[src/vsb_params.svh]
// constants for the virtual serial handshake bridge
`ifndef VSB_PARAMS_SVH
`define VSB_PARAMS_SVH
`define VSB_CLK_HZ 50000000
`define VSB_BAUD_DEF 115200
`define VSB_BAUD_MIN 9600
`define VSB_BAUD_MAX 921600
`define VSB_DIV_DEF (`VSB_CLK_HZ / `VSB_BAUD_DEF)
`define VSB_DIV_MIN (`VSB_CLK_HZ / `VSB_BAUD_MAX)
`define VSB_DIV_MAX (`VSB_CLK_HZ / `VSB_BAUD_MIN)
`define VSB_DIV_W 13
`define VSB_DATA_BITS 8
`define VSB_FIFO_DEPTH 32
`define VSB_HS_OUT_BIT 0
`define VSB_HS_IN_BIT 1
`endif

[src/vsb_pkg.sv]
// types for the virtual serial handshake bridge
`include "vsb_params.svh"
package vsb_pkg;
  typedef enum logic [1:0] {
    VSB_HS_DISABLED = 2'b00,
    VSB_HS_OUT      = 2'b01,
    VSB_HS_IN       = 2'b10,
    VSB_HS_BOTH     = 2'b11
  } vsb_hs_t;
  typedef enum logic [1:0] {
    VSB_ST_IDLE  = 2'b00,
    VSB_ST_START = 2'b01,
    VSB_ST_DATA  = 2'b10,
    VSB_ST_STOP  = 2'b11
  } vsb_st_t;
  typedef struct packed {
    vsb_hs_t hs;
    logic [`VSB_DIV_W-1:0] div;
  } vsb_cfg_t;
  typedef struct packed {
    logic valid;
    logic [`VSB_DATA_BITS-1:0] data;
  } vsb_byte_t;
endpackage

[src/vsb_bridge.sv]
// serial bridge between target uart and usb/socket host streams, with receive fifo
`timescale 1ns/1ns
`include "vsb_params.svh"

module vsb_fifo #(
  parameter int WIDTH = 8,
  parameter int DEPTH = 32
) (
  input wire logic clk_i,
  input wire logic rst_i,
  input wire logic in_valid_i,
  output logic in_ready_o,
  input wire logic [WIDTH-1:0] in_data_i,
  output logic out_valid_o,
  input wire logic out_ready_i,
  output logic [WIDTH-1:0] out_data_o
);
  localparam int AW = $clog2(DEPTH);
  logic [WIDTH-1:0] mem [DEPTH];
  logic [AW-1:0] wr_ptr_r;
  logic [AW-1:0] rd_ptr_r;
  logic [AW:0] cnt_r;
  wire push = in_valid_i && in_ready_o;
  wire pop = out_valid_o && out_ready_i;
  assign in_ready_o = (cnt_r != (AW+1)'(DEPTH));
  assign out_valid_o = (cnt_r != '0);
  assign out_data_o = mem[rd_ptr_r];

  always_ff @(posedge clk_i) begin
    if (push) begin
      mem[wr_ptr_r] <= in_data_i;
    end
  end

  always_ff @(posedge clk_i) begin
    if (rst_i) begin
      wr_ptr_r <= '0;
      rd_ptr_r <= '0;
      cnt_r <= '0;
    end else begin
      if (push) begin
        wr_ptr_r <= (wr_ptr_r == AW'(DEPTH-1)) ? '0 : wr_ptr_r + 1'b1;
      end
      if (pop) begin
        rd_ptr_r <= (rd_ptr_r == AW'(DEPTH-1)) ? '0 : rd_ptr_r + 1'b1;
      end
      cnt_r <= cnt_r + (AW+1)'(push) - (AW+1)'(pop);
    end
  end
endmodule

////////////////////////////////////////////////////////////////////////////////
module vsb_bridge
  import vsb_pkg::*;
#(
  parameter int FIFO_DEPTH = `VSB_FIFO_DEPTH,
  parameter int DIV_MAX = `VSB_DIV_MAX
) (
  input wire logic clk_i,
  input wire logic rst_i,
  input wire logic cfg_load_i,
  input wire vsb_pkg::vsb_cfg_t cfg_i,
  output vsb_pkg::vsb_cfg_t cfg_o,
  input wire logic link_en_i,
  input wire logic ser_rx_i,
  output logic ser_tx_o,
  output logic cts_n_o,
  output logic cts_oe_o,
  input wire logic rts_n_i,
  input wire logic sock_conn_i,
  input wire vsb_pkg::vsb_byte_t usb_h2t_i,
  output logic usb_h2t_ready_o,
  input wire vsb_pkg::vsb_byte_t sock_h2t_i,
  output logic sock_h2t_ready_o,
  output vsb_pkg::vsb_byte_t usb_t2h_o,
  input wire logic usb_t2h_ready_i,
  output vsb_pkg::vsb_byte_t sock_t2h_o,
  input wire logic sock_t2h_ready_i
);
  import vsb_pkg::*;
  localparam int DW = `VSB_DATA_BITS;
  localparam int CW = `VSB_DIV_W;

  ////////////////////////////////////////////////////////////////////////////
  // configuration
  vsb_cfg_t cfg_r;
  logic [CW-1:0] div_clamp;
  assign div_clamp = (cfg_i.div < CW'(`VSB_DIV_MIN)) ? CW'(`VSB_DIV_MIN) :
                     (cfg_i.div > CW'(DIV_MAX)) ? CW'(DIV_MAX) : cfg_i.div;

  always_ff @(posedge clk_i) begin
    if (rst_i) begin
      cfg_r <= '{hs: VSB_HS_DISABLED, div: CW'(`VSB_DIV_DEF)};
    end else if (cfg_load_i) begin
      cfg_r <= '{hs: cfg_i.hs, div: div_clamp};
    end
  end
  assign cfg_o = cfg_r;

  wire out_hs = cfg_r.hs[`VSB_HS_OUT_BIT];
  wire in_hs = cfg_r.hs[`VSB_HS_IN_BIT];

  ////////////////////////////////////////////////////////////////////////////
  // host stream selection, socket wins
  wire fifo_out_valid;
  wire [DW-1:0] fifo_out_data;
  wire host_t2h_ready = sock_conn_i ? sock_t2h_ready_i : usb_t2h_ready_i;
  vsb_byte_t h2t_sel;
  assign h2t_sel = sock_conn_i ? sock_h2t_i : usb_h2t_i;
  assign sock_t2h_o = '{valid: fifo_out_valid && sock_conn_i, data: fifo_out_data};
  assign usb_t2h_o = '{valid: fifo_out_valid && !sock_conn_i, data: fifo_out_data};

  ////////////////////////////////////////////////////////////////////////////
  // receiver from target
  vsb_st_t rx_st_r;
  vsb_st_t rx_st_nxt;
  logic [CW-1:0] rx_cnt_r;
  logic [2:0] rx_bit_r;
  logic [DW-1:0] rx_sh_r;
  logic rx_push_r;
  wire fifo_in_ready;
  // bit counter free-runs while idle; a start edge reloads it to half a bit
  wire rx_tick = (rx_cnt_r == '0);
  wire rx_begin = (rx_st_r == VSB_ST_IDLE) && link_en_i && !ser_rx_i;

  always_comb begin
    rx_st_nxt = rx_st_r;
    case (rx_st_r)
      VSB_ST_IDLE: if (rx_begin) rx_st_nxt = VSB_ST_START;
      VSB_ST_START: if (rx_tick) rx_st_nxt = ser_rx_i ? VSB_ST_IDLE : VSB_ST_DATA;
      VSB_ST_DATA: if (rx_tick && rx_bit_r == 3'h7) rx_st_nxt = VSB_ST_STOP;
      VSB_ST_STOP: if (rx_tick) rx_st_nxt = VSB_ST_IDLE;
      default: rx_st_nxt = VSB_ST_IDLE;
    endcase
  end

  always_ff @(posedge clk_i) begin
    if (rst_i) begin
      rx_st_r <= VSB_ST_IDLE;
      rx_cnt_r <= '0;
      rx_bit_r <= '0;
      rx_sh_r <= '0;
      rx_push_r <= 1'b0;
    end else begin
      rx_st_r <= rx_st_nxt;
      rx_push_r <= (rx_st_r == VSB_ST_STOP) && rx_tick && ser_rx_i;
      if (rx_begin) begin
        rx_cnt_r <= cfg_r.div >> 1;
      end else if (rx_tick) begin
        rx_cnt_r <= cfg_r.div - 1'b1;
      end else begin
        rx_cnt_r <= rx_cnt_r - 1'b1;
      end
      if (rx_st_r == VSB_ST_DATA && rx_tick) begin
        rx_sh_r <= {ser_rx_i, rx_sh_r[DW-1:1]};
        rx_bit_r <= rx_bit_r + 1'b1;
      end
      if (rx_st_r == VSB_ST_START) begin
        rx_bit_r <= '0;
      end
    end
  end

  // a byte that meets a full fifo is dropped; clear to send is the only guard
  vsb_fifo #(.WIDTH(DW), .DEPTH(FIFO_DEPTH)) u_rx_fifo (
    .clk_i(clk_i),
    .rst_i(rst_i),
    .in_valid_i(rx_push_r),
    .in_ready_o(fifo_in_ready),
    .in_data_i(rx_sh_r),
    .out_valid_o(fifo_out_valid),
    .out_ready_i(host_t2h_ready),
    .out_data_o(fifo_out_data)
  );

  // clear to send, active low, driven only with outbound handshake
  always_ff @(posedge clk_i) begin
    if (rst_i) begin
      cts_n_o <= 1'b1;
      cts_oe_o <= 1'b0;
    end else begin
      cts_oe_o <= out_hs;
      cts_n_o <= !(out_hs && fifo_in_ready);
    end
  end

  ////////////////////////////////////////////////////////////////////////////
  // transmitter to target
  vsb_st_t tx_st_r;
  vsb_st_t tx_st_nxt;
  logic [CW-1:0] tx_cnt_r;
  logic [2:0] tx_bit_r;
  logic [DW-1:0] tx_sh_r;
  wire tx_tick = (tx_cnt_r == '0);
  wire rts_ok = !in_hs || !rts_n_i;
  wire tx_take = (tx_st_r == VSB_ST_IDLE) && link_en_i && rts_ok;
  wire tx_start = tx_take && h2t_sel.valid;
  assign sock_h2t_ready_o = tx_take && sock_conn_i;
  assign usb_h2t_ready_o = tx_take && !sock_conn_i;

  always_comb begin
    tx_st_nxt = tx_st_r;
    case (tx_st_r)
      VSB_ST_IDLE: if (tx_start) tx_st_nxt = VSB_ST_START;
      VSB_ST_START: if (tx_tick) tx_st_nxt = VSB_ST_DATA;
      VSB_ST_DATA: if (tx_tick && tx_bit_r == 3'h7) tx_st_nxt = VSB_ST_STOP;
      VSB_ST_STOP: if (tx_tick) tx_st_nxt = VSB_ST_IDLE;
      default: tx_st_nxt = VSB_ST_IDLE;
    endcase
  end

  always_ff @(posedge clk_i) begin
    if (rst_i) begin
      tx_st_r <= VSB_ST_IDLE;
      tx_cnt_r <= '0;
      tx_bit_r <= '0;
      tx_sh_r <= '0;
      ser_tx_o <= 1'b1;
    end else begin
      tx_st_r <= tx_st_nxt;
      if (tx_start || tx_tick) begin
        tx_cnt_r <= cfg_r.div - 1'b1;
      end else begin
        tx_cnt_r <= tx_cnt_r - 1'b1;
      end
      if (tx_start) begin
        tx_sh_r <= h2t_sel.data;
        tx_bit_r <= '0;
        ser_tx_o <= 1'b0;
      end else if (tx_tick) begin
        case (tx_st_r)
          VSB_ST_START: begin
            ser_tx_o <= tx_sh_r[0];
            tx_sh_r <= tx_sh_r >> 1;
          end
          VSB_ST_DATA: begin
            ser_tx_o <= (tx_bit_r == 3'h7) ? 1'b1 : tx_sh_r[0];
            tx_sh_r <= tx_sh_r >> 1;
            tx_bit_r <= tx_bit_r + 1'b1;
          end
          default: ser_tx_o <= 1'b1;
        endcase
      end
    end
  end

  ////////////////////////////////////////////////////////////////////////////
  // checks
  AST_DEFAULT_CFG: assert property (@(posedge clk_i) rst_i |=>
    cfg_r.hs == VSB_HS_DISABLED && cfg_r.div == CW'(`VSB_DIV_DEF))
    else $error("config not at defaults after reset");
  AST_DIV_RANGE: assert property (@(posedge clk_i) disable iff (rst_i)
    cfg_r.div >= CW'(`VSB_DIV_MIN) && cfg_r.div <= CW'(DIV_MAX))
    else $error("divisor outside legal range");
  AST_CTS_UNDRIVEN: assert property (@(posedge clk_i) disable iff (rst_i)
    !out_hs ##1 !out_hs |-> !cts_oe_o)
    else $error("clear to send driven without outbound handshake");
  AST_CTS_FULL: assert property (@(posedge clk_i) disable iff (rst_i)
    out_hs && !fifo_in_ready |=> cts_n_o && cts_oe_o)
    else $error("clear to send asserted while buffer full");
  AST_RTS_GATE: assert property (@(posedge clk_i) disable iff (rst_i)
    in_hs && rts_n_i |-> !tx_start)
    else $error("byte started while target held off");
  AST_FINISH_BYTE: assert property (@(posedge clk_i) disable iff (rst_i)
    tx_st_r == VSB_ST_DATA && !tx_tick |=> tx_st_r == VSB_ST_DATA)
    else $error("byte in flight aborted");
  AST_ENABLE_GATE: assert property (@(posedge clk_i) disable iff (rst_i)
    !link_en_i |-> !tx_start && !rx_begin)
    else $error("traffic while link disabled");
  AST_SOCK_PRIO: assert property (@(posedge clk_i) disable iff (rst_i)
    sock_conn_i |-> !usb_t2h_o.valid && !usb_h2t_ready_o)
    else $error("usb active during socket session");
  AST_START_BIT: assert property (@(posedge clk_i) disable iff (rst_i)
    tx_start |=> !ser_tx_o ##1 !ser_tx_o)
    else $error("start bit not low");
  AST_IDLE_HIGH: assert property (@(posedge clk_i) disable iff (rst_i)
    tx_st_r == VSB_ST_IDLE && $past(tx_st_r) == VSB_ST_IDLE |-> ser_tx_o)
    else $error("line not high while idle");
  AST_CTS_ROOM: assert property (@(posedge clk_i) disable iff (rst_i)
    out_hs && fifo_in_ready |=> !cts_n_o && cts_oe_o)
    else $error("clear to send held off while buffer has room");
  AST_RTS_IGNORED: assert property (@(posedge clk_i) disable iff (rst_i)
    !in_hs && link_en_i && tx_st_r == VSB_ST_IDLE |-> usb_h2t_ready_o || sock_h2t_ready_o)
    else $error("host byte refused with inbound handshake off");
  AST_STOP_HIGH: assert property (@(posedge clk_i) disable iff (rst_i)
    tx_st_r == VSB_ST_STOP |-> ser_tx_o)
    else $error("stop bit not high");
endmodule

[config.mk]
export PLATFORM = sky130hd
export DESIGN_NAME = vsb_bridge
export DESIGN_NICKNAME = d
export VERILOG_FILES = /design/src/vsb_pkg.sv /design/src/vsb_bridge.sv
export VERILOG_INCLUDE_DIRS = /design/src
export SDC_FILE = /design/constraint.sdc
export NUM_CORES = 1
export LEC_CHECK = 0
export ABC_CLOCK_PERIOD_IN_PS = 3900
export BUFFER_PORTS_ARGS = -buffer_cell sky130_fd_sc_hd__buf_2
export CAP_MARGIN = 15
export CORE_UTILIZATION = 29
export CTS_CLUSTER_DIAMETER = 120
export DETAILED_ROUTE_END_ITERATION = 10
export HOLD_SLACK_MARGIN = 0.12
export PLACE_DENSITY = 0.44
export SLEW_MARGIN = 10
export SYNTH_ARGS = -nofsm -noshare
export SYNTH_HDL_FRONTEND = slang
export SYNTH_HIERARCHICAL = 1
export SYNTH_SLANG_ARGS = --single-unit
[constraint.sdc]
create_clock -name clk_i -period 3.9 [get_ports clk_i]
set_input_delay 0.39 -clock clk_i [delete_from_list [all_inputs] [get_ports clk_i]]
set_output_delay 0.39 -clock clk_i [all_outputs]
set_load 0.02 [all_outputs]
# Word level (Yosys, flattened, before mapping)
# Memories as Yosys holds them, arrays and structs flattened. A register that Yosys moved wholly into a read port is not among the register bits.
# Index checks and enable logic that the tools add are counted.
dict set report word_totals {
  register_bits 87
  mem_bits_rw 256
  in_bits 42
  out_inout_bits 38
  word_cells 119
  mem_count 1
}
# memory depth width read_ports rd_clocked_by_memory_dff write_ports line
set mem_list {}
lappend mem_list {u_rx_fifo.mem 32 8 1 1 1 vsb_bridge.sv:19} ;# logic [WIDTH-1:0] mem [DEPTH];
dict set report classes {
  add_sub_neg 9
  order_cmp 2
  eq_ne 19
  muxes 31
  n_reduce_logical 39
}
# op n
set op_table {}
lappend op_table {{$mux 13} 4}
lappend op_table {{$sub 13x1->13 const B} 3}
lappend op_table {{$logic_not 13->1} 2}
lappend op_table {{$mux 8} 3}
lappend op_table {{$mux 5} 4}
lappend op_table {{$mux 2} 9}
lappend op_table {{$logic_and 1x1->1} 17}
lappend op_table {{$ne 2x2->1 const B} 8}
lappend op_table {{$pmux 2 s4} 2}
lappend op_table {{$gt 13x13->1 const B} 1}
lappend op_table {{$lt 13x6->1 const B} 1}
lappend op_table {{$mux 12} 1}
lappend op_table {{$add 5x1->5 const B} 2}
lappend op_table {{$eq 5x5->1 const B} 2}
lappend op_table {{$mux 9} 1}
lappend op_table {{$eq 2x2->1 const B} 4}
lappend op_table {{$reduce_and 4->1} 2}
lappend op_table {{$reduce_or 2->1} 4}
lappend op_table {{$add 3x1->3 const B} 2}
lappend op_table {{$add 6x1->6} 1}
lappend op_table {{$eq 3x3->1 const B} 2}
lappend op_table {{$mux 1} 6}
lappend op_table {{$ne 6x6->1 const B} 1}
lappend op_table {{$reduce_bool 6->1} 1}
lappend op_table {{8 further kinds} 17}

# Depth between registers and ports, before layout
# Gate-level depths: netlist (run 1).
dict set report logic_depth {
  ltp_word 6
  ltp_mapped 14
  mapped_depth_nobuf 13
}

# Cells and area by module
# Netlist (run 1), hierarchy kept.
# module instances cells_per_inst area_each_um2 seq_area_each_um2
set modules_own_cells {}
lappend modules_own_cells {vsb_fifo 1 623 11081.9 8107.8}
lappend modules_own_cells {vsb_bridge 1 465 3923.8 1421.4}

# Worst setup path before layout (run 1)
# No wires, ideal clock.
dict set report synth_path {
  path_kind {in2reg}
  start {input port sock_conn_i}
  end {register u_rx_fifo.cnt_r[4]}
  setup_ps 128
  arrival_ps 2804
  t_required_ps 3772
  setup_slack_ps 968
  stages 13
  path_buffers 2
  cell_sequence {clkbuf_1 > clkbuf_1 > mux2_2 > nand2_1 > inv_2 > ha_1 > inv_1 > ha_1 > fa_1 > a21oi_1 > o21bai_1 > xnor2_1 > nor2_1}
}
dict set report synth_between {
  elab_chain_len 3
}
# item line
set synth_rtl {}
lappend synth_rtl {{start: declaration} vsb_bridge.sv:70} ;# input wire logic sock_conn_i,
lappend synth_rtl {{$mux 1} vsb_bridge.sv:107} ;# wire host_t2h_ready = sock_conn_i ? sock_t2h_ready_i : usb_t2h_ready_i;
lappend synth_rtl {{named net host_t2h_ready} vsb_bridge.sv:107}
lappend synth_rtl {{$logic_and 1x1->1} vsb_bridge.sv:24} ;# wire pop = out_valid_o && out_ready_i;
lappend synth_rtl {{$sub 6x1->6} vsb_bridge.sv:47} ;# cnt_r <= cnt_r + (AW+1)'(push) - (AW+1)'(pop);
lappend synth_rtl {{end signal: assignment} vsb_bridge.sv:47}
lappend synth_rtl {{end: declaration} vsb_bridge.sv:22} ;# logic [AW:0] cnt_r;
# The timed path passes the listed nets, and every way through them passes these cells.
# A chain may end at the register's enable or synchronous reset.

==> results of run 1 <==
-- cells in the mapped netlist, drive strengths merged, types with 3 or more instances --
cell    number  share of area
o21bai       3         0.0015
o211ai       7         0.0035
inv         24         0.0060
nand3       39          0.013
buf         31          0.014
ha          29          0.024
and3         3         0.0013
nand2       55          0.014
nor3b        7         0.0035
clkbuf      32         0.0080
mux2         3         0.0023
nand3b       9         0.0045
mux2i       87          0.058
a21oi       34          0.011
nand4        6         0.0025
or4b         3         0.0020
xor2         9         0.0053
xnor2       19          0.011
or3b         4         0.0023
or3          8         0.0034
nor3        18         0.0060
a311oi       4         0.0023
a31oi       11         0.0046
mux4        32          0.052
a211oi      21          0.011
or4          7         0.0035
dfxtp       92           0.12
a221oi      10         0.0058
nor2        99          0.025
a22oi       32          0.016
edfxtp     256           0.51
a22o         9         0.0053
nand2b       4         0.0017
o21ai       11         0.0037
and2         4         0.0017
nor2b       16         0.0068
nor4        12         0.0054
a221o        3         0.0020
and3b        3         0.0018
o22ai        3         0.0013
-- layout make-up --
cell class | instances | area, um^2 | share of cell area
Sequential cell | 348 | 9535 | 0.5465
Tap cell | 672 | 840.8 | 0.04819
Multi-Input combinational cell | 652 | 5055 | 0.2897
Timing Repair Buffer | 114 | 693.2 | 0.03973
Clock inverter | 18 | 147.6 | 0.008462
Clock buffer | 53 | 1081 | 0.06196
Inverter | 25 | 93.84 | 0.005379
-- path summary, 6_finish.rpt --
check,from,to,slack [ns]
worst max-delay path,register,usb_t2h_o[3],0.56
worst min register to register,tx_sh_r[6],tx_sh_r[6],0.49
worst min-delay path,cfg_i[4],cfg_o[4],0.17
worst max register to register,u_rx_fifo/cnt_r[2],u_rx_fifo/cnt_r[4],1.27
-- registers in the layout, summed over array words and instances (netlist names), named ones only --
name,flops
cfg_o,15
cts_n_o,1
cts_oe_o,1
rx_bit_r,3
rx_cnt_r,13
rx_push_r,1
rx_sh_r,8
rx_st_r,1
ser_tx_o,1
tx_bit_r,3
tx_cnt_r,13
tx_sh_r,8
tx_st_r,2
u_rx_fifo/cnt_r,6
u_rx_fifo/mem,256
u_rx_fifo/rd_ptr_r,5
u_rx_fifo/wr_ptr_r,5
-- per-stage QoR --
stage	power, W	worst slack, ns	hold slack, ns	instance area [um^2]
6_report	0.009781	0.5599	0.1680	17450
3_5_place_dp	0.006342	1.117	0.4821	16130
3_3_place_gp	0.006344	1.165	0.4733	16130
5_1_grt	0.01029	0.3539	0.1480	17450
4_1_cts	0.009920	0.4951	0.1259	17450
2_1_floorplan	0.005880	0.9685	0.4547	15010
-- worst max-delay path: stages, from the launching register on --
cell      delay [ns]
dfxtp_2         0.59
buf_4           0.35
mux4_1          0.60
a22o_1          0.23
a221oi_1        0.25
nand3_1         0.17
buf_2           0.19
-- layout by cell type (no fill, tap or decap), types with 7 or more instances in the layout --
cell type	synthesis	routed
mux2i_1	87	87
a221oi_1	10	10
dfxtp_1	92	89
or4_1	7	7
dlygate4sd3_1	0	9
edfxtp_1	256	256
nor4_1	11	11
xnor2_1	19	19
ha_1	29	29
a22oi_1	32	32
clkinv_1	1	8
inv_1	22	22
a22o_1	9	9
clkbuf_1	32	11
nand3_1	39	39
buf_2	16	79
nor2b_1	15	15
nor2_1	97	97
mux4_2	18	18
o211ai_1	7	7
nor3_1	18	18
xor2_1	9	9
or3_1	7	7
a211oi_1	21	21
o21ai_0	9	9
nand2_1	54	54
clkbuf_16	0	41
buf_4	8	25
mux4_1	14	14
a21oi_1	34	34
nand3b_1	9	9
a31oi_1	11	11
-- logic make-up (layout without fill, tap and decap cells) --
family                   Yosys count  in the layout  share of synthesized area
flip-flops                       348            348                     0.6350
buffers and inverters             88            210                    0.02843
AO/OA/AOI/OAI                    165            165                    0.07754
multiplexers                     122            122                     0.1118
AND/OR/NAND/NOR                  307            307                     0.1053
adder cells (fa/ha/maj)           30             30                    0.02552
XOR/XNOR                          28             28                    0.01634
-- power groups by stage --
stage / clock, W / sequential, W / combinational, W
2_1_floorplan: 0 / 0.00434 / 0.00154
3_3_place_gp: 0 / 0.00440 / 0.00195
3_5_place_dp: 0 / 0.00440 / 0.00194
4_1_cts: 0.00364 / 0.00432 / 0.00196
5_1_grt: 0.00377 / 0.00436 / 0.00217
6_report: 0.00352 / 0.00432 / 0.00194
-- per-layer routing --
layer  wire [um]  GRT usage  vias to the layer above
li1            -          -                     4386
met4        1003    0.04833                        0
met3        1522    0.02590                       57
met2       17240     0.2259                      225
met5           0          0                        -
met1       17640     0.1972                     4508
==> impl_metrics.py, run 1 <==
metrics = {
    "logic_synthesis": {
        "netlist_area_mm2": 0.01501,
        "ys_ff_latch": 348,
        "synth_fp_nets": 1160,
        "ys_warn_count": 6,
        "yosysUniqueCellTypes": 75,
        "synth_edf_count": 256,
        "syn-mean-instance-area_um2": 13.79,
        "async_reset_ff_frac": 0,
        "seq_area_frac_synth": 0.6350,
        "synth-main-ff-cell": "edfxtp_1",
        "syn_inst": 1088,
    },
    "timing": {
        "setup_tns_ns": 0,
        "grt_setup_unrepaired": "false",
        "slew_violations": 0,
        "fmax_mhz": 299.4,
        "fin_worst_skew_ns": 0.01324,
        "setup_viol": 0,
        "relSlewSlack": 0.4012,
        "fin_crit_sh": 0.8564,
        "tightest_slew_ns": 0.8949,
        "period_minus_slack_ns": 3.340,
        "hold_viol": 0,
    },
    "global_route": {
        "grt_max_degree": 43,
        "gr-total-overflow": 0,
        "grt_use_total": 0.1432,
        "grt_pass1_vias": 9169,
        "grt_pass1_wl_um": 56720,
        "antenna_found_initial": 0,
    },
    "drt": {
        "dr.pass1.iters": 5,
        "drt-total-wl_um": 37410,
        "dr_total_vias": 9176,
        "avgViaCountPerCell": 4.876,
        "drc": 0,
        "ant_nets": 0,
        "first_iter_violations": 568,
        "wire_per_inst_um": 19.88,
    },
    "clock_tree": {
        "htreeDepth": 2,
        "cts_root_buf": "clkbuf_16",
        "cts_buffers": 40,
        "cts_tree": "built",
        "cts_hold_buf": 9,
        "clock_latency_ns": 0.56,
        "clockBufferDepth": 3,
        "path_clk_slew_ns": 0.06,
        "cts_setup_buffers": 0,
        "cts.sinks": 348,
        "cts_resized": 0,
    },
    "run": {
        "drv_cap": 0,
    },
    "setup_path": {
        "crit_required_ns": 3.51,
        "crit_path_start_kind": "register",
        "critPathKind": "register to primary output",
        "r2r_cells": 13,
        "endpoint_kind": "primary output",
        "critPathArrivalTime_ns": 2.95,
        "path_max_fanout": 15,
    },
    "pwr": {
        "p_leak_nw": 5.872,
        "ir_drop_mv": 0.2972,
        "power.density_mw_per_mm2": 560.6,
        "clkPwrFrac": 0.360,
        "p_sw_frac": 0.2864,
        "switchingPower_w": 0.002801,
        "p_seq_frac": 0.442,
        "combPwrFrac": 0.198,
        "p_int_w": 0.006980,
    },
    "layout": {
        "layout.cells.non_filler": 1882,
        "fin_util": 0.3449,
        "finalNetCount": 1253,
        "n_antenna_cell": 0,
        "n_fill_cell": 4883,
        "final_layout_size_suffix_gt1_frac": 0.1628,
        "area_growth_pct": 16.27,
    },
    "floorplanning": {
        "start_util": 0.2967,
        "die_y_um": 229.5,
        "core_area_mm2": 0.05058,
        "rows": 82,
        "die-area_mm2": 0.05266,
        "die_x_um": 229.5,
        "ioPinCount": 80,
    },
    "placement": {
        "place.port_buffers": 79,
        "dp_hpwl_um": 25060,
        "place_congestion": 0.7741,
        "dpl.cell_count": 1802,
    },
    "min_path": {
        "hold_depth": 3,
        "hold_path_class": "primary input to register",
    },
    "run_status": {
        "status": "complete, no violations",
    },
}
No activity file was read; power rests on OpenSTA's default activity.
==> run 2: changes to the inputs <==
--- a/config.mk
+++ b/config.mk
@@ -12,6 +12,7 @@
 export CORE_UTILIZATION = 29
 export CTS_CLUSTER_DIAMETER = 120
 export DETAILED_ROUTE_END_ITERATION = 10
+export GPL_TIMING_DRIVEN = 0
 export HOLD_SLACK_MARGIN = 0.12
 export PLACE_DENSITY = 0.44
 export SLEW_MARGIN = 10
==> run 2 against run 1 <==
  * Power up 2.2%
  * Clock skew up 0.014 ns
  * Fmax down 8.6%
  * Critical path type unchanged
  * Largest power group unchanged
  * Highest routed layer unchanged
==> impl_metrics.py, run 2 (synthesized netlist as in run 1, its figures left out) <==
metrics = {
    "run_status": {
        "status": "complete, no violations",
    },
    "timing": {
        "setup_tns_ns": 0,
        "timing.hold.ws_ns": 0.1670,
        "slew_violations": 0,
        "fin_crit_sh": 0.9366,
        "grt_setup_unrepaired": "false",
        "relSlewSlack": 0.3285,
        "setup_viol": 0,
        "tightest_slew_ns": 1.005,
        "hold_viol": 0,
        "fmax_mhz": 273.8,
        "period_minus_slack_ns": 3.653,
        "fin_worst_skew_ns": 0.02683,
    },
    "floorplanning": {
        "core_area_mm2": 0.05058,
        "ioPinCount": 80,
        "die_y_um": 229.5,
        "rows": 82,
        "die-area_mm2": 0.05266,
        "die_x_um": 229.5,
        "start_util": 0.2967,
    },
    "run": {
        "drv_cap": 0,
    },
    "global_route": {
        "gr-usage-met2": 0.2547,
        "grt_use_total": 0.1459,
        "grt-busiest-layer": "met2",
        "antenna_found_initial": 0,
        "grt_pass1_vias": 9607,
        "grt_pass1_wl_um": 58330,
        "gr-total-overflow": 0,
        "grt_max_degree": 35,
        "grtUsageMet3": 0.02204,
        "met1_usage": 0.1850,
    },
    "clock_tree": {
        "cts_setup_buffers": 0,
        "path_clk_slew_ns": 0.06,
        "cts_tree": "built",
        "clock_latency_ns": 0.56,
        "cts_root_buf": "clkbuf_16",
        "cts.sinks": 348,
        "htreeDepth": 2,
        "cts_buffers": 40,
        "clockBufferDepth": 3,
    },
    "pwr": {
        "ir_drop_mv": 0.3763,
        "p_leak_nw": 5.975,
        "power.density_mw_per_mm2": 566.7,
        "power.total_w": 0.009995,
    },
    "setup_path": {
        "rr_startpoint": "u_rx_fifo/cnt_r[3]",
        "cp_top_family": "buffers and inverters",
        "ff2ff_setup_slack_ns": 1.09,
        "slowest_stage": "a221oi_1",
        "critPathArrivalTime_ns": 3.26,
        "crit_cells": 8,
        "r2r_cells": 14,
        "path_cells": "clkbuf_1 > buf_2 > buf_2 > mux4_2 > a221oi_1 > nand3_1 > buf_4 > buf_2",
        "endpoint_kind": "primary output",
        "crit_path_start_kind": "register",
        "critPathMaxStageDelay_ns": 0.58,
        "cp.buffers_inverters": 5,
        "critPathKind": "register to primary output",
        "crit_top_cell": "buf_2",
        "r2r-end": "u_rx_fifo/cnt_r[4]",
        "crit_required_ns": 3.51,
        "path_max_fanout": 10,
        "cp-endpoint": "usb_t2h_o[5]",
    },
    "drt": {
        "avgViaCountPerCell": 4.826,
        "ant_nets": 0,
        "drt-total-wl_um": 37940,
        "dr.pass1.iters": 5,
        "first_iter_violations": 407,
        "wire_per_inst_um": 19.76,
        "drc": 0,
        "dr_total_vias": 9265,
    },
    "placement": {
        "dpl.cell_count": 1840,
        "place.port_buffers": 78,
        "place_congestion": 0.7926,
        "dp_hpwl_um": 25570,
    },
    "layout": {
        "largest_reg_flops": 256,
        "multiInputGateArea_mm2": 0.005050,
        "n_fill_cell": 4881,
        "layout.cells.non_filler": 1920,
        "mostFrequentLayoutCell": "edfxtp_1",
        "final_layout_size_suffix_gt1_frac": 0.1699,
        "top_register": "u_rx_fifo/mem",
        "finalNetCount": 1288,
        "seq_area_mm2": 0.009537,
        "n_antenna_cell": 0,
        "most-common-layout-cells": "256 x edfxtp_1, 97 x nor2_1, 94 x buf_2",
        "area_growth_pct": 17.54,
    },
    "min_path": {
        "hold_path_class": "primary input to register",
    },
}
[run 2: what timing repair did]
action / 4_1_cts / 5_1_grt
hold buffers: 6 / 0
endpoints found under the setup margin: 0 / 1
gates resized for setup: 0 / 2
endpoints found under the hold margin: 6 / 0
[run 2: metrics by stage]
stage                       util  cell area [um^2]  setup WS (ns)
after global routing      0.3487             17640       0.004462
final                     0.3487             17640         0.2473
after floorplan                -             15010         0.9685
after CTS                 0.3487             17640        0.01398
after global placement    0.3210             16240         0.3374
after detailed placement  0.3220             16290         0.3160
[run 2: where the power goes]
group / internal (W) / leakage (nW) / switching [W]
clock network: 0.00218 / 0.636 / 0.00149
logic: 0.000893 / 2.22 / 0.00113
registers: 0.00411 / 3.12 / 0.000191
total: 0.00718 / 5.97 / 0.00281
[run 2: final cells by class]
| type | count | area share |
|---|---|---|
| flip-flops and latches | 348 | 0.5407 |
| multi-input cells | 652 | 0.2863 |
| clock buffers | 52 | 0.06165 |
| well taps | 672 | 0.04767 |
| repair buffers | 86 | 0.02795 |
| plain buffers | 63 | 0.01894 |
| clock inverters | 22 | 0.01142 |
| inverters | 25 | 0.005321 |
[run 2: worst min path at each step]
stage                               start     endpoint  slack, ns  cells past startpoint
floorplan           u_rx_fifo/rd_ptr_r[4]     register       0.45                      2
global placement              rx_bit_r[0]  rx_bit_r[0]       0.47                      2
detailed placement            rx_bit_r[0]  rx_bit_r[0]       0.49                      2
CTS                             cfg_i[12]    cfg_o[12]       0.14                      3
global route                     ser_rx_i    rx_push_r       0.16                      3
finish                           cfg_i[1]     cfg_o[1]       0.17                      3
[run 2: layer usage]
layer	routed length (um)	part of all wire
met5	0	0
met4	724	0.019
met3	1409	0.037
met2	18810	0.50
met1	16990	0.45
[run 2: worst reg2reg max path, stage by stage (launching register included)]
cell and delay (ns):
dfxtp_1 0.34, inv_1 0.07, ha_1 0.19, nand4bb_1 0.22, and2_1 0.16, buf_2 0.20
inv_2 0.12, ha_1 0.29, inv_1 0.04, ha_1 0.20, fa_1 0.41, a21oi_1 0.17
o21bai_1 0.09, xnor2_1 0.14, nor2_1 0.05
==> run 3: changes to the inputs <==
--- a/config.mk
+++ b/config.mk
@@ -14,9 +14,9 @@
 export DETAILED_ROUTE_END_ITERATION = 10
 export GPL_TIMING_DRIVEN = 0
 export HOLD_SLACK_MARGIN = 0.12
+export MAX_ROUTING_LAYER = met4
 export PLACE_DENSITY = 0.44
 export SLEW_MARGIN = 10
 export SYNTH_ARGS = -nofsm -noshare
 export SYNTH_HDL_FRONTEND = slang
-export SYNTH_HIERARCHICAL = 1
 export SYNTH_SLANG_ARGS = --single-unit
==> run 3 against run 2 <==
  * Via count decreased by 6.9%
  * Synthesized cell count decreased by 8.5%
  * Sequential power about the same
  * Largest cell class unchanged
  * Count of clock-buffer cells in the layout decreased by 5
  * Highest routed layer unchanged
  * Hold slack improved by 0.0071 ns
  * Setup slack improved by 0.016 ns
  * Die area decreased by 1.2%
  * Sequential share of layout area increased by 0.25 points
  * Clock skew decreased by 0.0097 ns
==> impl_metrics.py, run 3 <==
metrics = {
    "timing": {
        "fin_crit_sh": 0.9325,
        "period_minus_slack_ns": 3.637,
        "setup_tns_ns": 0,
        "fin_worst_skew_ns": 0.01709,
        "timing.hold.ws_ns": 0.1742,
        "hold_viol": 0,
        "setup_viol": 0,
        "fmax_mhz": 275.0,
        "slew_violations": 0,
        "relSlewSlack": 0.4169,
        "tightest_slew_ns": 0.8715,
        "grt_setup_unrepaired": "false",
    },
    "layout": {
        "area_growth_pct": 18.37,
        "final_layout_size_suffix_gt1_frac": 0.2308,
        "layout.cells.non_filler": 1829,
        "mostFrequentLayoutCell": "edfxtp_1",
        "largest_reg_flops": 256,
        "top_register": "u_rx_fifo.mem",
        "finalNetCount": 1200,
        "n_antenna_cell": 0,
        "fin_util": 0.3491,
        "most-common-layout-cells": "256 x edfxtp_1, 100 x nor2_1, 89 x dfxtp_1",
    },
    "drt": {
        "drt-total-wl_um": 35770,
        "dr_total_vias": 8624,
        "avgViaCountPerCell": 4.715,
        "dr.pass1.iters": 4,
        "wire_per_inst_um": 19.56,
        "ant_nets": 0,
        "first_iter_violations": 509,
        "drc": 0,
    },
    "pwr": {
        "p_sw_frac": 0.2885,
        "clkPwrFrac": 0.359,
        "switchingPower_w": 0.002981,
        "power.density_mw_per_mm2": 588.9,
        "p_int_w": 0.007353,
        "p_seq_frac": 0.416,
        "combPwrFrac": 0.225,
        "p_leak_nw": 5.993,
        "ir_drop_mv": 0.2693,
    },
    "run": {
        "drv_cap": 0,
    },
    "placement": {
        "dp_hpwl_um": 24880,
        "dpl.cell_count": 1749,
        "place.port_buffers": 77,
        "place_congestion": 0.7968,
    },
    "setup_path": {
        "path_max_fanout": 10,
        "endpoint_kind": "primary output",
        "critPathArrivalTime_ns": 3.25,
        "critPathKind": "register to primary output",
        "rr_startpoint": "u_rx_fifo.cnt_r[4]",
        "crit_required_ns": 3.51,
        "crit_path_start_kind": "register",
    },
    "clock_tree": {
        "cts.sinks": 348,
        "cts_root_buf": "clkbuf_16",
        "cts_tree": "built",
        "htreeDepth": 2,
        "clockBufferDepth": 3,
        "cts_setup_buffers": 0,
        "clock_latency_ns": 0.56,
        "path_clk_slew_ns": 0.06,
        "cts_buffers": 39,
    },
    "run_status": {
        "status": "complete, no violations",
    },
    "global_route": {
        "grt_max_degree": 35,
        "grt_pass1_vias": 9006,
        "grt_pass1_wl_um": 55620,
        "antenna_found_initial": 0,
        "grt_use_total": 0.1448,
        "gr-total-overflow": 0,
    },
    "logic_synthesis": {
        "synth_fp_nets": 1067,
        "yosysMostFrequentCell": "edfxtp_1",
        "syn_inst": 996,
        "yosys-top-cells-area": "edfxtp_1 52%, dfxtp_1 12%, mux4_2 12%",
        "ys_ff_latch": 348,
        "yosysTopAreaCell": "edfxtp_1",
        "syn-mean-instance-area_um2": 14.88,
        "async_reset_ff_frac": 0,
        "netlist_top_cells_count": "256 x edfxtp_1, 100 x nor2_1, 92 x dfxtp_1",
        "synth_edf_count": 256,
        "synth-main-ff-cell": "edfxtp_1",
        "yosysUniqueCellTypes": 64,
        "ys_warn_count": 0,
        "netlist_area_mm2": 0.01482,
        "synth_top_cell_area_share": 0.5186,
        "seq_area_frac_synth": 0.6428,
    },
    "floorplanning": {
        "ioPinCount": 80,
        "start_util": 0.2949,
        "die_x_um": 228.1,
        "die_y_um": 228.1,
        "die-area_mm2": 0.05203,
        "rows": 82,
        "core_area_mm2": 0.05027,
    },
    "min_path": {
        "hold_path_class": "primary input to register",
        "hp-start": "cfg_i[4]",
    },
}
-- run 3: cell count changes after synthesis, sizes merged, moves of 5 or more --
cell / previous run / this run
nor3b: 7 / 2
a211oi: 21 / 9
nand2: 55 / 72
mux2i: 87 / 29
mux2: 3 / 10
a22o: 9 / 2
nand3: 39 / 20
o21ai: 11 / 22
o2111ai: 0 / 8
a221oi: 10 / 0
mux4: 32 / 80
nor2b: 16 / 6
a22oi: 32 / 0
clkbuf: 32 / 27
-- run 3: final cells by class --
| cell class | count | area [um^2] |
|---|---|---|
| buffer | 56 | 286.5 |
| clock buffer | 47 | 1006 |
| clock inverter | 22 | 255.2 |
| fill | 4891 | 32730 |
| inverter | 29 | 108.9 |
| multi-input combinational | 562 | 4910 |
| sequential | 348 | 9533 |
| tap | 672 | 840.8 |
| timing repair buffer | 93 | 608.1 |
-- run 3: path summary, 6_finish.rpt --
check        slack [ns]                 end  cells past startpoint
max reg2reg        0.43  u_rx_fifo.cnt_r[5]                     14
max                0.26        usb_t2h_o[1]                      6
min reg2reg        0.46          tx_sh_r[6]                      2
min                0.17            cfg_o[4]                      3
-- run 3: critical path, stage by stage, from the launching register on --
cell	delay [ns]
dfxtp_1	0.67
clkbuf_2	0.48
mux4_2	0.43
mux4_2	0.51
mux2_2	0.32
buf_4	0.14
buf_2	0.15
-- run 3: cells by family after synthesis --
logic type	Yosys count	synth area share
AO/OA/AOI/OAI	115	0.05022
XOR/XNOR	31	0.01832
adder cells (fa/ha/maj)	29	0.02498
buffers and inverters	86	0.02642
flip-flops	348	0.6428
multiplexers	119	0.1487
AND/OR/NAND/NOR	268	0.08854
-- run 3: through the flow --
stage / cell area [um^2] / setup slack [ns] / power [W]
5_1_grt: 17550 / 0.09950 / 0.01085
6_report: 17550 / 0.2632 / 0.01033
4_1_cts: 17530 / 0.1744 / 0.01048
2_1_floorplan: 14820 / 1.111 / 0.006087
3_3_place_gp: 16050 / 0.2711 / 0.006700
3_5_place_dp: 16150 / 0.2785 / 0.006715
-- run 3: what timing repair did --
item | in CTS | in global routing
resized for setup | 6 | 0
hold buffers | 11 | 0
setup endpoints to repair | 16 | 0
endpoints found under the hold margin | 11 | 0
-- run 3: per-layer routing --
layer	share of wire	up-vias	wire length [um]	global-route usage
li1	-	4103	-	-
met1	0.47	4271	16980	0.1937
met2	0.46	186	16400	0.2228
met3	0.039	64	1408	0.02263
met4	0.027	0	977	0.05138
met5	0	-	0	-
-- run 3: power groups by stage --
stage          clock network [W]  registers (W)  logic, W
2_1_floorplan                  0        0.00434   0.00175
3_3_place_gp                   0        0.00436   0.00234
3_5_place_dp                   0        0.00436   0.00235
4_1_cts                  0.00383        0.00430   0.00235
5_1_grt                  0.00395        0.00433   0.00258
6_report                 0.00371        0.00430   0.00233
